<file path="src/hw/wdr_pkg.sv">
// Constants for the watchdog and reset-cause block: offsets, fields, resets, counts.
// Assumes an 8-bit core register port with data-space and I/O-space addressing.

package wdr_pkg;

  // Register map, data-space offsets
  localparam logic [7:0] ADDR_CAUSE = 8'h54;
  localparam logic [7:0] ADDR_CTRL = 8'h60;
  localparam logic [7:0] IO_OFFSET = 8'h20;
  localparam logic [7:0] CAUSE_RESET = 8'h00;
  localparam logic [7:0] CTRL_RESET = 8'h00;

  // Control register fields
  localparam int CTRL_IF = 7;
  localparam int CTRL_IE = 6;
  localparam int CTRL_PS3 = 5;
  localparam int CTRL_CE = 4;
  localparam int CTRL_RE = 3;
  localparam int CTRL_PS_HI = 2;

  // Cause register fields
  localparam int CAUSE_WD = 3;
  localparam int CAUSE_BO = 2;
  localparam int CAUSE_EXT = 1;
  localparam int CAUSE_PO = 0;

  // Timing
  localparam int OSC_FREQ_KHZ = 128;
  localparam int TOUT_MIN_MS = 16;
  localparam int TOUT_MAX_MS = 8000;
  localparam logic [2:0] CE_CYCLES = 3'h4;
  localparam logic [3:0] PSEL_MAX = 4'h9;
  localparam int CNT_W = 20;
  localparam logic [20:0] BASE_CYC = 21'h000800;

endpackage : wdr_pkg

</file>
<file path="src/hw/wdr_osc_tick.sv">
// Turns the free-running low-frequency oscillator into one-cycle ticks on clk_sys.
// Assumes the oscillator is far slower than clk_sys so no edge is missed.
`timescale 1ns/10ps
`default_nettype none

module wdr_osc_tick (
  // Clock and reset
  input wire logic clk_sys,
  input wire logic rst_n,
  // Oscillator from its own domain
  input wire logic osc_in,
  // One pulse per oscillator cycle
  output logic tick
);

  logic sync1_q;
  logic sync2_q;
  logic prev_q;
  logic tick_d;

  // Rising edge of the synchronised oscillator
  assign tick_d = sync2_q & ~prev_q;

  // Two-stage synchroniser, the first stage feeds only the second
  always_ff @(posedge clk_sys or negedge rst_n) begin
    if (!rst_n) begin
      sync1_q <= 1'b0;
      sync2_q <= 1'b0;
      prev_q <= 1'b0;
      tick <= 1'b0;
    end else begin
      sync1_q <= osc_in;
      sync2_q <= sync1_q;
      prev_q <= sync2_q;
      tick <= tick_d;
    end
  end

endmodule : wdr_osc_tick

`default_nettype wire

</file>
<file path="src/hw/wdr_top.sv">
// Watchdog timer with timed change protection and the reset-cause flag register.
// Assumes the core drives the register port and strobes on clk_sys, and that
// rst_n is the power-on reset of this block only, not the watchdog's own reset.
`timescale 1ns/10ps
`default_nettype none

module wdr_top (
  // Clock and reset
  input wire logic clk_sys,
  input wire logic rst_n,
  // Low-frequency oscillator, asynchronous to clk_sys
  input wire logic osc_in,
  // Register port from the core
  input wire logic reg_wr,
  input wire logic reg_rd,
  input wire logic io_space,
  input wire logic [7:0] reg_addr,
  input wire logic [7:0] reg_wdata,
  output logic [7:0] reg_rdata,
  output logic reg_rvalid,
  // Core events
  input wire logic restart,
  input wire logic vector_taken,
  input wire logic global_int_enable,
  // Fuse, programmed when high
  input wire logic always_on_fuse,
  // Reset events from the reset detectors, one-cycle pulses
  input wire logic poweron_evt,
  input wire logic brownout_evt,
  input wire logic external_evt,
  // Outputs to the system
  output logic wdt_reset_pulse,
  output logic startup_delay_start,
  output logic wdt_irq
);

  logic tick;
  logic [7:0] addr_eff;
  logic wr_ctrl;
  logic wr_cause;
  logic rd_ctrl;
  logic rd_cause;
  logic open_wr;
  logic chg_wr;
  logic ce_open;
  logic re_eff;
  logic ie_eff;
  logic run;
  logic expire;
  logic rst_fire;
  logic set_flag;
  logic clr_flag;
  logic vec_clr_ie;
  logic [19:0] cnt_last;
  logic [7:0] ctrl_view;
  logic [7:0] cause_view;
  logic [7:0] rdata_d;
  logic [2:0] ce_cnt_q;
  logic [2:0] ce_cnt_d;
  logic re_q;
  logic re_d;
  logic ie_q;
  logic ie_d;
  logic flag_q;
  logic flag_d;
  logic [3:0] psel_q;
  logic [3:0] psel_d;
  logic [19:0] cnt_q;
  logic [19:0] cnt_d;
  logic [3:0] cause_q;
  logic [3:0] cause_d;
  logic irq_d;

  // Last count before expiry; reserved codes run at the longest period
  function automatic logic [19:0] last_count(input logic [3:0] psel);
    logic [3:0] p;
    logic [20:0] full;
    p = (psel > wdr_pkg::PSEL_MAX) ? wdr_pkg::PSEL_MAX : psel;
    full = wdr_pkg::BASE_CYC << p;
    return 20'(full - 21'h000001);
  endfunction : last_count

  wdr_osc_tick u_tick (
    .clk_sys(clk_sys),
    .rst_n(rst_n),
    .osc_in(osc_in),
    .tick(tick)
  );

  // Address decode: I/O addresses sit 0x20 below the data-space offsets
  assign addr_eff = io_space ? (reg_addr + wdr_pkg::IO_OFFSET) : reg_addr;
  assign wr_ctrl = reg_wr && (addr_eff == wdr_pkg::ADDR_CTRL);
  assign wr_cause = reg_wr && (addr_eff == wdr_pkg::ADDR_CAUSE);
  assign rd_ctrl = addr_eff == wdr_pkg::ADDR_CTRL;
  assign rd_cause = addr_eff == wdr_pkg::ADDR_CAUSE;

  // Effective mode bits; the fuse and a pending watchdog cause override software
  assign re_eff = re_q | cause_q[wdr_pkg::CAUSE_WD] | always_on_fuse;
  assign ie_eff = ie_q & ~always_on_fuse;
  assign run = re_eff | ie_eff;

  // Timed change sequence
  assign ce_open = ce_cnt_q != 3'h0;
  assign open_wr = wr_ctrl && reg_wdata[wdr_pkg::CTRL_CE] && reg_wdata[wdr_pkg::CTRL_RE];
  assign chg_wr = wr_ctrl && ce_open && !reg_wdata[wdr_pkg::CTRL_CE];

  // Expiry and the action it takes
  assign cnt_last = last_count(psel_q);
  assign expire = tick && run && (cnt_q == cnt_last);
  // A pending flag at expiry in combined mode means the vector never ran
  assign rst_fire = expire && re_eff && (!ie_eff || flag_q);
  assign set_flag = expire && ie_eff && !rst_fire;
  assign clr_flag = vector_taken || (wr_ctrl && reg_wdata[wdr_pkg::CTRL_IF]);
  assign vec_clr_ie = vector_taken && re_eff;

  // Register read views
  assign ctrl_view = {flag_q, ie_eff, psel_q[3], ce_open, re_eff, psel_q[2:0]};
  assign cause_view = {4'h0, cause_q};
  assign rdata_d = rd_ctrl ? ctrl_view : (rd_cause ? cause_view : 8'h00);
  assign irq_d = global_int_enable && ie_eff && flag_q;

  // Next-state logic for counter and control
  always_comb begin
    // Counter: restart wins, the stopped timer sits at zero
    if (restart || expire || !run) begin
      cnt_d = 20'h00000;
    end else if (tick) begin
      cnt_d = cnt_q + 20'h00001;
    end else begin
      cnt_d = cnt_q;
    end
    // Change window countdown
    if (open_wr) begin
      ce_cnt_d = wdr_pkg::CE_CYCLES;
    end else if (chg_wr) begin
      ce_cnt_d = 3'h0;
    end else if (ce_open) begin
      ce_cnt_d = ce_cnt_q - 3'h1;
    end else begin
      ce_cnt_d = ce_cnt_q;
    end
    // Reset enable may be set at any time but cleared only in a window
    if (chg_wr) begin
      re_d = reg_wdata[wdr_pkg::CTRL_RE];
    end else if (wr_ctrl && reg_wdata[wdr_pkg::CTRL_RE]) begin
      re_d = 1'b1;
    end else begin
      re_d = re_q;
    end
    psel_d = chg_wr ? {reg_wdata[wdr_pkg::CTRL_PS3], reg_wdata[wdr_pkg::CTRL_PS_HI:0]}
                    : psel_q;
    // A software write in the same cycle beats the vector's clear
    if (wr_ctrl) begin
      ie_d = reg_wdata[wdr_pkg::CTRL_IE];
    end else if (vec_clr_ie) begin
      ie_d = 1'b0;
    end else begin
      ie_d = ie_q;
    end
    // Flag: a new time-out beats any clear in the same cycle
    if (set_flag) begin
      flag_d = 1'b1;
    end else if (clr_flag) begin
      flag_d = 1'b0;
    end else begin
      flag_d = flag_q;
    end
  end

  // Reset-cause flags: events win over power-on and software clears
  always_comb begin
    cause_d = cause_q;
    if (poweron_evt) begin
      cause_d[wdr_pkg::CAUSE_WD] = 1'b0;
      cause_d[wdr_pkg::CAUSE_BO] = 1'b0;
      cause_d[wdr_pkg::CAUSE_EXT] = 1'b0;
    end
    if (wr_cause) begin
      cause_d = cause_d & reg_wdata[3:0];
    end
    if (rst_fire) begin
      cause_d[wdr_pkg::CAUSE_WD] = 1'b1;
    end
    if (brownout_evt) begin
      cause_d[wdr_pkg::CAUSE_BO] = 1'b1;
    end
    if (external_evt) begin
      cause_d[wdr_pkg::CAUSE_EXT] = 1'b1;
    end
    if (poweron_evt) begin
      cause_d[wdr_pkg::CAUSE_PO] = 1'b1;
    end
  end

  // Control state
  always_ff @(posedge clk_sys or negedge rst_n) begin
    if (!rst_n) begin
      cnt_q <= 20'h00000;
      ce_cnt_q <= 3'h0;
      re_q <= wdr_pkg::CTRL_RESET[wdr_pkg::CTRL_RE];
      ie_q <= wdr_pkg::CTRL_RESET[wdr_pkg::CTRL_IE];
      flag_q <= wdr_pkg::CTRL_RESET[wdr_pkg::CTRL_IF];
      psel_q <= 4'h0;
      cause_q <= wdr_pkg::CAUSE_RESET[3:0];
    end else begin
      cnt_q <= cnt_d;
      ce_cnt_q <= ce_cnt_d;
      re_q <= re_d;
      ie_q <= ie_d;
      flag_q <= flag_d;
      psel_q <= psel_d;
      cause_q <= cause_d;
    end
  end

  // Outputs, all registered; the delay start marks the pulse's falling edge
  always_ff @(posedge clk_sys or negedge rst_n) begin
    if (!rst_n) begin
      wdt_reset_pulse <= 1'b0;
      startup_delay_start <= 1'b0;
      wdt_irq <= 1'b0;
      reg_rdata <= 8'h00;
      reg_rvalid <= 1'b0;
    end else begin
      wdt_reset_pulse <= rst_fire;
      startup_delay_start <= wdt_reset_pulse;
      wdt_irq <= irq_d;
      reg_rdata <= reg_rd ? rdata_d : reg_rdata;
      reg_rvalid <= reg_rd;
    end
  end
endmodule : wdr_top

`default_nettype wire

</file>
<file path="config.mk">
export PLATFORM = sky130hd
export DESIGN_NAME = wdr_top
export DESIGN_NICKNAME = d
export VERILOG_FILES = /design/src/hw/wdr_pkg.sv /design/src/hw/wdr_osc_tick.sv /design/src/hw/wdr_top.sv
export SDC_FILE = /design/constraint.sdc
export NUM_CORES = 1
export LEC_CHECK = 0
export BUFFER_PORTS_ARGS = -buffer_cell sky130_fd_sc_hd__buf_4
export CAP_MARGIN = 20
export CORE_ASPECT_RATIO = 1.25
export CORE_MARGIN = 2
export CORE_UTILIZATION = 45
export DETAILED_ROUTE_END_ITERATION = 8
export PLACE_DENSITY = 0.61
export SYNTH_ARGS = -nofsm -noshare
export SYNTH_HDL_FRONTEND = slang
export SYNTH_SLANG_ARGS = --single-unit
export TNS_END_PERCENT = 20
</file>
<file path="constraint.sdc">
create_clock -name clk_sys -period 3.6 [get_ports clk_sys]
set_input_delay 0.36 -clock clk_sys [delete_from_list [all_inputs] [get_ports clk_sys]]
set_output_delay 0.36 -clock clk_sys [all_outputs]
set_load 0.01 [all_outputs]
</file>
* Word-level counts from Yosys, hierarchy flattened *
Index checks and enable logic that the tools add are counted.

storage, ports and cells
  input port bits = 29
  word-level logic and storage cells = 87
  RAM bits = 0
  bits in registers = 50
  ROM bits = 0
  output and inout bits = 12
  memories = 0
  latch bits = 0

operators by class
  reductions and logical operators = 32
  bitwise gates (word level) = 8
  shift-type cells = 1
  divide/modulo/power cells = 0
  equality and inequality tests = 3
  magnitude comparators = 1
  multipliers = 0
  add/sub/neg operators = 4
  multiplexer cells = 21

operators with widths
  kind                                                                   count
  20-bit two-way mux                                                     2
  20-bit by 1-bit adder with 20-bit output (second input constant)       1
  20-bit == test                                                         1
  12-bit by 4-bit << shifter with 20-bit output (first input constant)   1
  20-bit by 1-bit subtractor with 20-bit output (second input constant)  1
  1-bit logical AND                                                      17
  8-bit by 7-bit == test with 1-bit output (second input constant)       2
  8-bit two-way mux                                                      2
  3-bit two-way mux                                                      4
  4-bit two-way mux                                                      3
  1-bit two-way mux                                                      10
  2-bit nonzero test                                                     5
  8-bit by 6-bit adder with 8-bit output (second input constant)         1
  3-bit nonzero test                                                     2
  4-bit AND                                                              1
  4-bit greater-than comparator (second input constant)                  1
  1-bit zero test                                                        4
  1-bit logical OR                                                       4
  1-bit bitwise OR                                                       3
  3-bit by 1-bit subtractor with 3-bit output (second input constant)    1
  1-bit AND                                                              2
  1-bit inverter                                                         2

* Depth between registers and ports, before layout *
  depth after elaboration = 11
  mapped depth = 11
  depth with buffers taken out = 8

* Cells and area by module *
Synthesis repeated with hierarchy kept, for this count alone.

second synthesis, totals
  cell total of the unflattened synthesis = 264
  area total of the unflattened synthesis = 2620.0 um^2

modules (own cells, without submodules)
  module        cells each  seq. area each (um^2)  instances  area each (um^2)
  wdr_top       259         1151.1                 1          2506.2
  wdr_osc_tick  5           100.1                  1          113.9

* Worst setup path after synthesis *
Ideal clock, no wire load.

  path type = reg2reg
  start = register psel_q[2]
  end = register cnt_q[12]
  path buffers = 3
  required time = 3.464 ns
  period minus slack after synthesis = 2.581 ns
  library setup time = 0.136 ns
  slack = 1.019 ns
  data arrival time = 2.445 ns
  cell stages (with the launch flop) = 12
  path through = dfrtp_1 buf_2 nor4_2 inv_1 ha_1 buf_6 or3_1 a211o_1 o211ai_2 o2111a_2 buf_6 nor3_1

between the ends
  cells in the longest elaborated chain, start to end = 9
  elaborated cells between the ends (all ways) = 10
  those cells by class = add/sub: 1; order compare: 1; eq/ne: 1; shift: 1; mux: 2; reduce/logical: 4

RTL lines
  what                                                      RTL line        text
  from (decl)                                               wdr_top.sv:66   logic [3:0] psel_q;
  from (signal assigned)                                    wdr_top.sv:211  psel_q <= psel_d;
  4-bit greater-than comparator                             wdr_top.sv:78   p = (psel > wdr_pkg::PSEL_MAX) ? wdr_pkg::PSEL_MAX : psel;
  4-bit two-way mux *                                       wdr_top.sv:78
  12-bit by 4-bit << shifter with 20-bit output *           wdr_top.sv:79   full = wdr_pkg::BASE_CYC << p;
  20-bit by 1-bit subtractor with 20-bit output *           wdr_top.sv:80   return 20'(full - 21'h000001);
  20-bit == test *                                          wdr_top.sv:109  assign expire = tick && run && (cnt_q == cnt_last);
  1-bit logical AND *                                       wdr_top.sv:109
  1-bit logical OR * (2 in a row)                           wdr_top.sv:125  if (restart || expire || !run) begin
  20-bit two-way mux or 2-bit nonzero test (tied branches)  --
  to (signal assigned)                                      wdr_top.sv:206  cnt_q <= cnt_d;
  to (decl)                                                 wdr_top.sv:68   logic [19:0] cnt_q;

Mark *: on every way between the ends. The rest lies on a longest branch, timed or not.
A chain may end at the register's enable or synchronous reset.

* Worst setup path after layout *
  start = register psel_q[3]
  end = register cnt_q[18]

The elaborated chain is that of the path after synthesis.

==> results_dict.tcl <==
set metrics [dict create \
    outcome "finished, final reports clean" \
    fin_util_pct 54.0 \
    ctsHoldBuffers 0 \
    dr.pass1.iters 4 \
    area_growth_pct 16.0 \
    p_leak_nw 1.37 \
    p_sw_w 0.000314 \
    drtAntennaViolNets 0 \
    clk_path_buf_depth 2 \
    fillCellCount 535 \
    via_per_inst 5.64 \
    finalCritPeriodShare_pct 78.5 \
    grt_pass1_vias 2006 \
    antenna_cells 0 \
    max-cap-violations 0 \
    cts_sinks 50 \
    synth_top_area_share_pct 46.2 \
    fmax_mhz 354 \
    io_pins 41 \
    die_h_um 90.7 \
    crit_type "flop to flop" \
    yosysUniqueCellTypes 53 \
    yosys_warnings 0 \
    setup_viol 0 \
    switching_share_pct 24.3 \
    die-area_um2 6660 \
    syn_area_um2 2710 \
    vdd_ir_drop_max_mv 0.294 \
    grt_pass1_wl_mm 9.60 \
    final_nets 331 \
    cp.arrival_ps 2980 \
    cts_resized 0 \
    wirelength_mm 5.65 \
    finClkSkew_ps 4.24 \
    power.share.clock_pct 37.2 \
    grt_max_degree 51 \
    worstPathCellList "nor4_2, inv_1, ha_1, or3_1, a211o_1, o211ai_2, o2111a_2, nor3_1" \
    drive_above_1_share_pct 20.1 \
    io_buffers 40 \
    worstHoldPathType "input port to async pin" \
    clock_latency_ps 300 \
    cts_buffers 5 \
    gp_congestion 0.831 \
    crit_fanout 15 \
    worst_setup_path_start_kind "flop" \
    core_um2 5820 \
    ys_ff_latch 50 \
    synth_top_area_cell "dfrtp_1" \
    relSlewSlack_pct 46.5 \
    tightest_slew_ps 796 \
    rsz0062_at_grt "false" \
    drc_errors 0 \
    grt_usage_pct 18.4 \
    antenna_found_initial 0 \
    synthArstFlopShare_pct 100 \
    cp-end-kind "flop" \
    synthCells 264 \
    share_comb_of_total_power_pct 15.9 \
    synth-seq-area-share_pct 46.2 \
    post_cts_buffers 0 \
    initialDrtViolationCount 82 \
    final_max_slew_viol_count 0 \
    required_ps 3750 \
    rows 31 \
    setup-tns-final_ps 0 \
    ys_top_cells_by_area "dfrtp_1 46%, xnor2_1 5.8%, nor3_1 3.9%, xor2_1 2.9%, nand3_1 2.4%" \
    period_minus_slack_ps 2830 \
    ctsHtreeMaxLevel 2 \
    clock-root-buffer "clkbuf_8" \
    yosys_most_used_dff "dfrtp_1" \
    critPathSlowestCell "dfrtp_1" \
    hold_violations 0 \
    tritoncts "done" \
    pwr_density_cell_nw_per_um2 412 \
    path_clk_slew_ps 90 \
    avgSynthCellArea_um2 10.3 \
    start_util_pct 46.5 \
    vias 2052 \
    dp_hpwl_mm 4.15 \
    synth_edf_count 0 \
    grt-ovfl-total 0 \
    fp.dieW_um 73.4 \
    sequentialPowerShare_pct 46.9 \
    critPathMaxStageDelay_ps 550 \
    wire_per_inst_um 15.5 \
    intPower_w 0.000980 \
    syn-num-nets 298 \
]
-- cells in the mapped netlist (4+ instances only) --
cell type	n
clkbuf_1	4
nand4_1	5
and4_1	5
nand2_1	14
o21ai_0	9
mux2_4	4
nor3_1	21
dfrtp_1	50
nor4_1	4
buf_6	4
nor2b_1	10
a221o_1	4
nand2b_1	6
nor2_1	16
a22o_1	4
inv_1	11
ha_1	5
xnor2_1	18
buf_2	4
nand3_1	13
xor2_1	9
-- cell families (layout without fill, tap and decap cells) --
kind of cell,count (synthesis),after routing,share of synthesized area [%]
AO/OA/AOI/OAI,40,40,11.9
buffers and inverters,25,59,4.94
XOR/XNOR,27,27,8.73
AND/OR/NAND/NOR,111,111,23.0
flip-flops,50,50,46.2
multiplexers,6,6,2.96
adder cells (fa/ha/maj),5,5,2.31
-- layout make-up --
class                   instances  area (um^2)  area share, %
flip-flops and latches         50         1250           39.8
well taps                      66         82.6           2.63
repair buffers                 40          300           9.56
multi-input cells             189         1320           42.1
clock inverters                 2         60.1           1.91
inverters                      11         41.3           1.31
clock buffers                   6         82.6           2.63
-- power groups by stage --
stage          sequential, W  clock (W)  combinational [W]
2_1_floorplan       0.000611          0           0.000147
3_3_place_gp        0.000617          0           0.000202
6_report            0.000607   0.000481           0.000206
5_1_grt             0.000611   0.000518           0.000237
3_5_place_dp        0.000619          0           0.000209
4_1_cts             0.000608   0.000494           0.000210
-- cell usage in the layout, fill, tap and decap left out, types with 4 or more instances in the layout --
| cell | instances |
|---|---|
| a221o_1 | 4 |
| nor2_1 | 16 |
| mux2_4 | 4 |
| nor2b_1 | 10 |
| nand2_1 | 14 |
| ha_1 | 5 |
| dfrtp_1 | 50 |
| nor4_1 | 4 |
| nand3_1 | 13 |
| o21ai_0 | 9 |
| nand2b_1 | 6 |
| inv_1 | 11 |
| buf_4 | 40 |
| clkbuf_8 | 6 |
| nand4_1 | 5 |
| xnor2_1 | 18 |
| a22o_1 | 4 |
| and4_1 | 5 |
| xor2_1 | 9 |
| nor3_1 | 21 |
-- stage by stage --
stage / total power [W] / setup WS (ps) / instance area (um^2) / std cells / hold WS, ps
3_5_place_dp: 0.000827 / 774 / 3000 / 356 / 335
6_report: 0.00129 / 775 / 3140 / 364 / 74.0
2_1_floorplan: 0.000758 / 1020 / 2710 / 264 / 64.4
5_1_grt: 0.00137 / 543 / 3140 / 364 / 132
4_1_cts: 0.00131 / 765 / 3140 / 364 / 94.2
3_3_place_gp: 0.000819 / 868 / 3000 / 356 / 332
-- sequential cells by signal, summed over array words and instances (netlist names) --
name	cells
wdt_reset_pulse	1
startup_delay_start	1
ce_cnt_q	3
reg_rdata	8
wdt_irq	1
psel_q	4
reg_rvalid	1
cause_q	4
flag_q	1
u_tick.prev_q	1
cnt_q	20
u_tick.tick	1
ie_q	1
u_tick.sync1_q	1
re_q	1
u_tick.sync2_q	1
-- worst paths after layout --
kind	to	startpoint	depth (start not counted)	slack [ps]
setup / recovery	cnt_q[18]	psel_q[3]	8	770
hold / removal	u_tick.tick	rst_n	1	70
min in group clk_sys	u_tick.sync1_q	osc_in	1	160
setup reg to reg	cnt_q[18]	psel_q[3]	8	770
max in group asynchronous	ce_cnt_q[2]	rst_n	1	3120
hold reg to reg	u_tick.sync2_q	u_tick.sync1_q	0	350
-- routing by layer --
| layer | global-route usage [%] | vias up | wire, um |
|---|---|---|---|
| met5 | 0 | - | 0 |
| met4 | 5.30 | 0 | 88 |
| met3 | 3.79 | 8 | 187 |
| met2 | 30.6 | 42 | 2840 |
| met1 | 24.0 | 989 | 2540 |
| li1 | - | 1013 | - |
-- critical path: cells and delay by family (launching register included) --
family / cells / cell delay [ps]
AO/OA/AOI/OAI: 3 / 810
adder cells (fa/ha/maj): 1 / 310
buffers and inverters: 1 / 120
flip-flops: 1 / 550
AND/OR/NAND/NOR: 3 / 880
(Power assumes the default switching activity.)
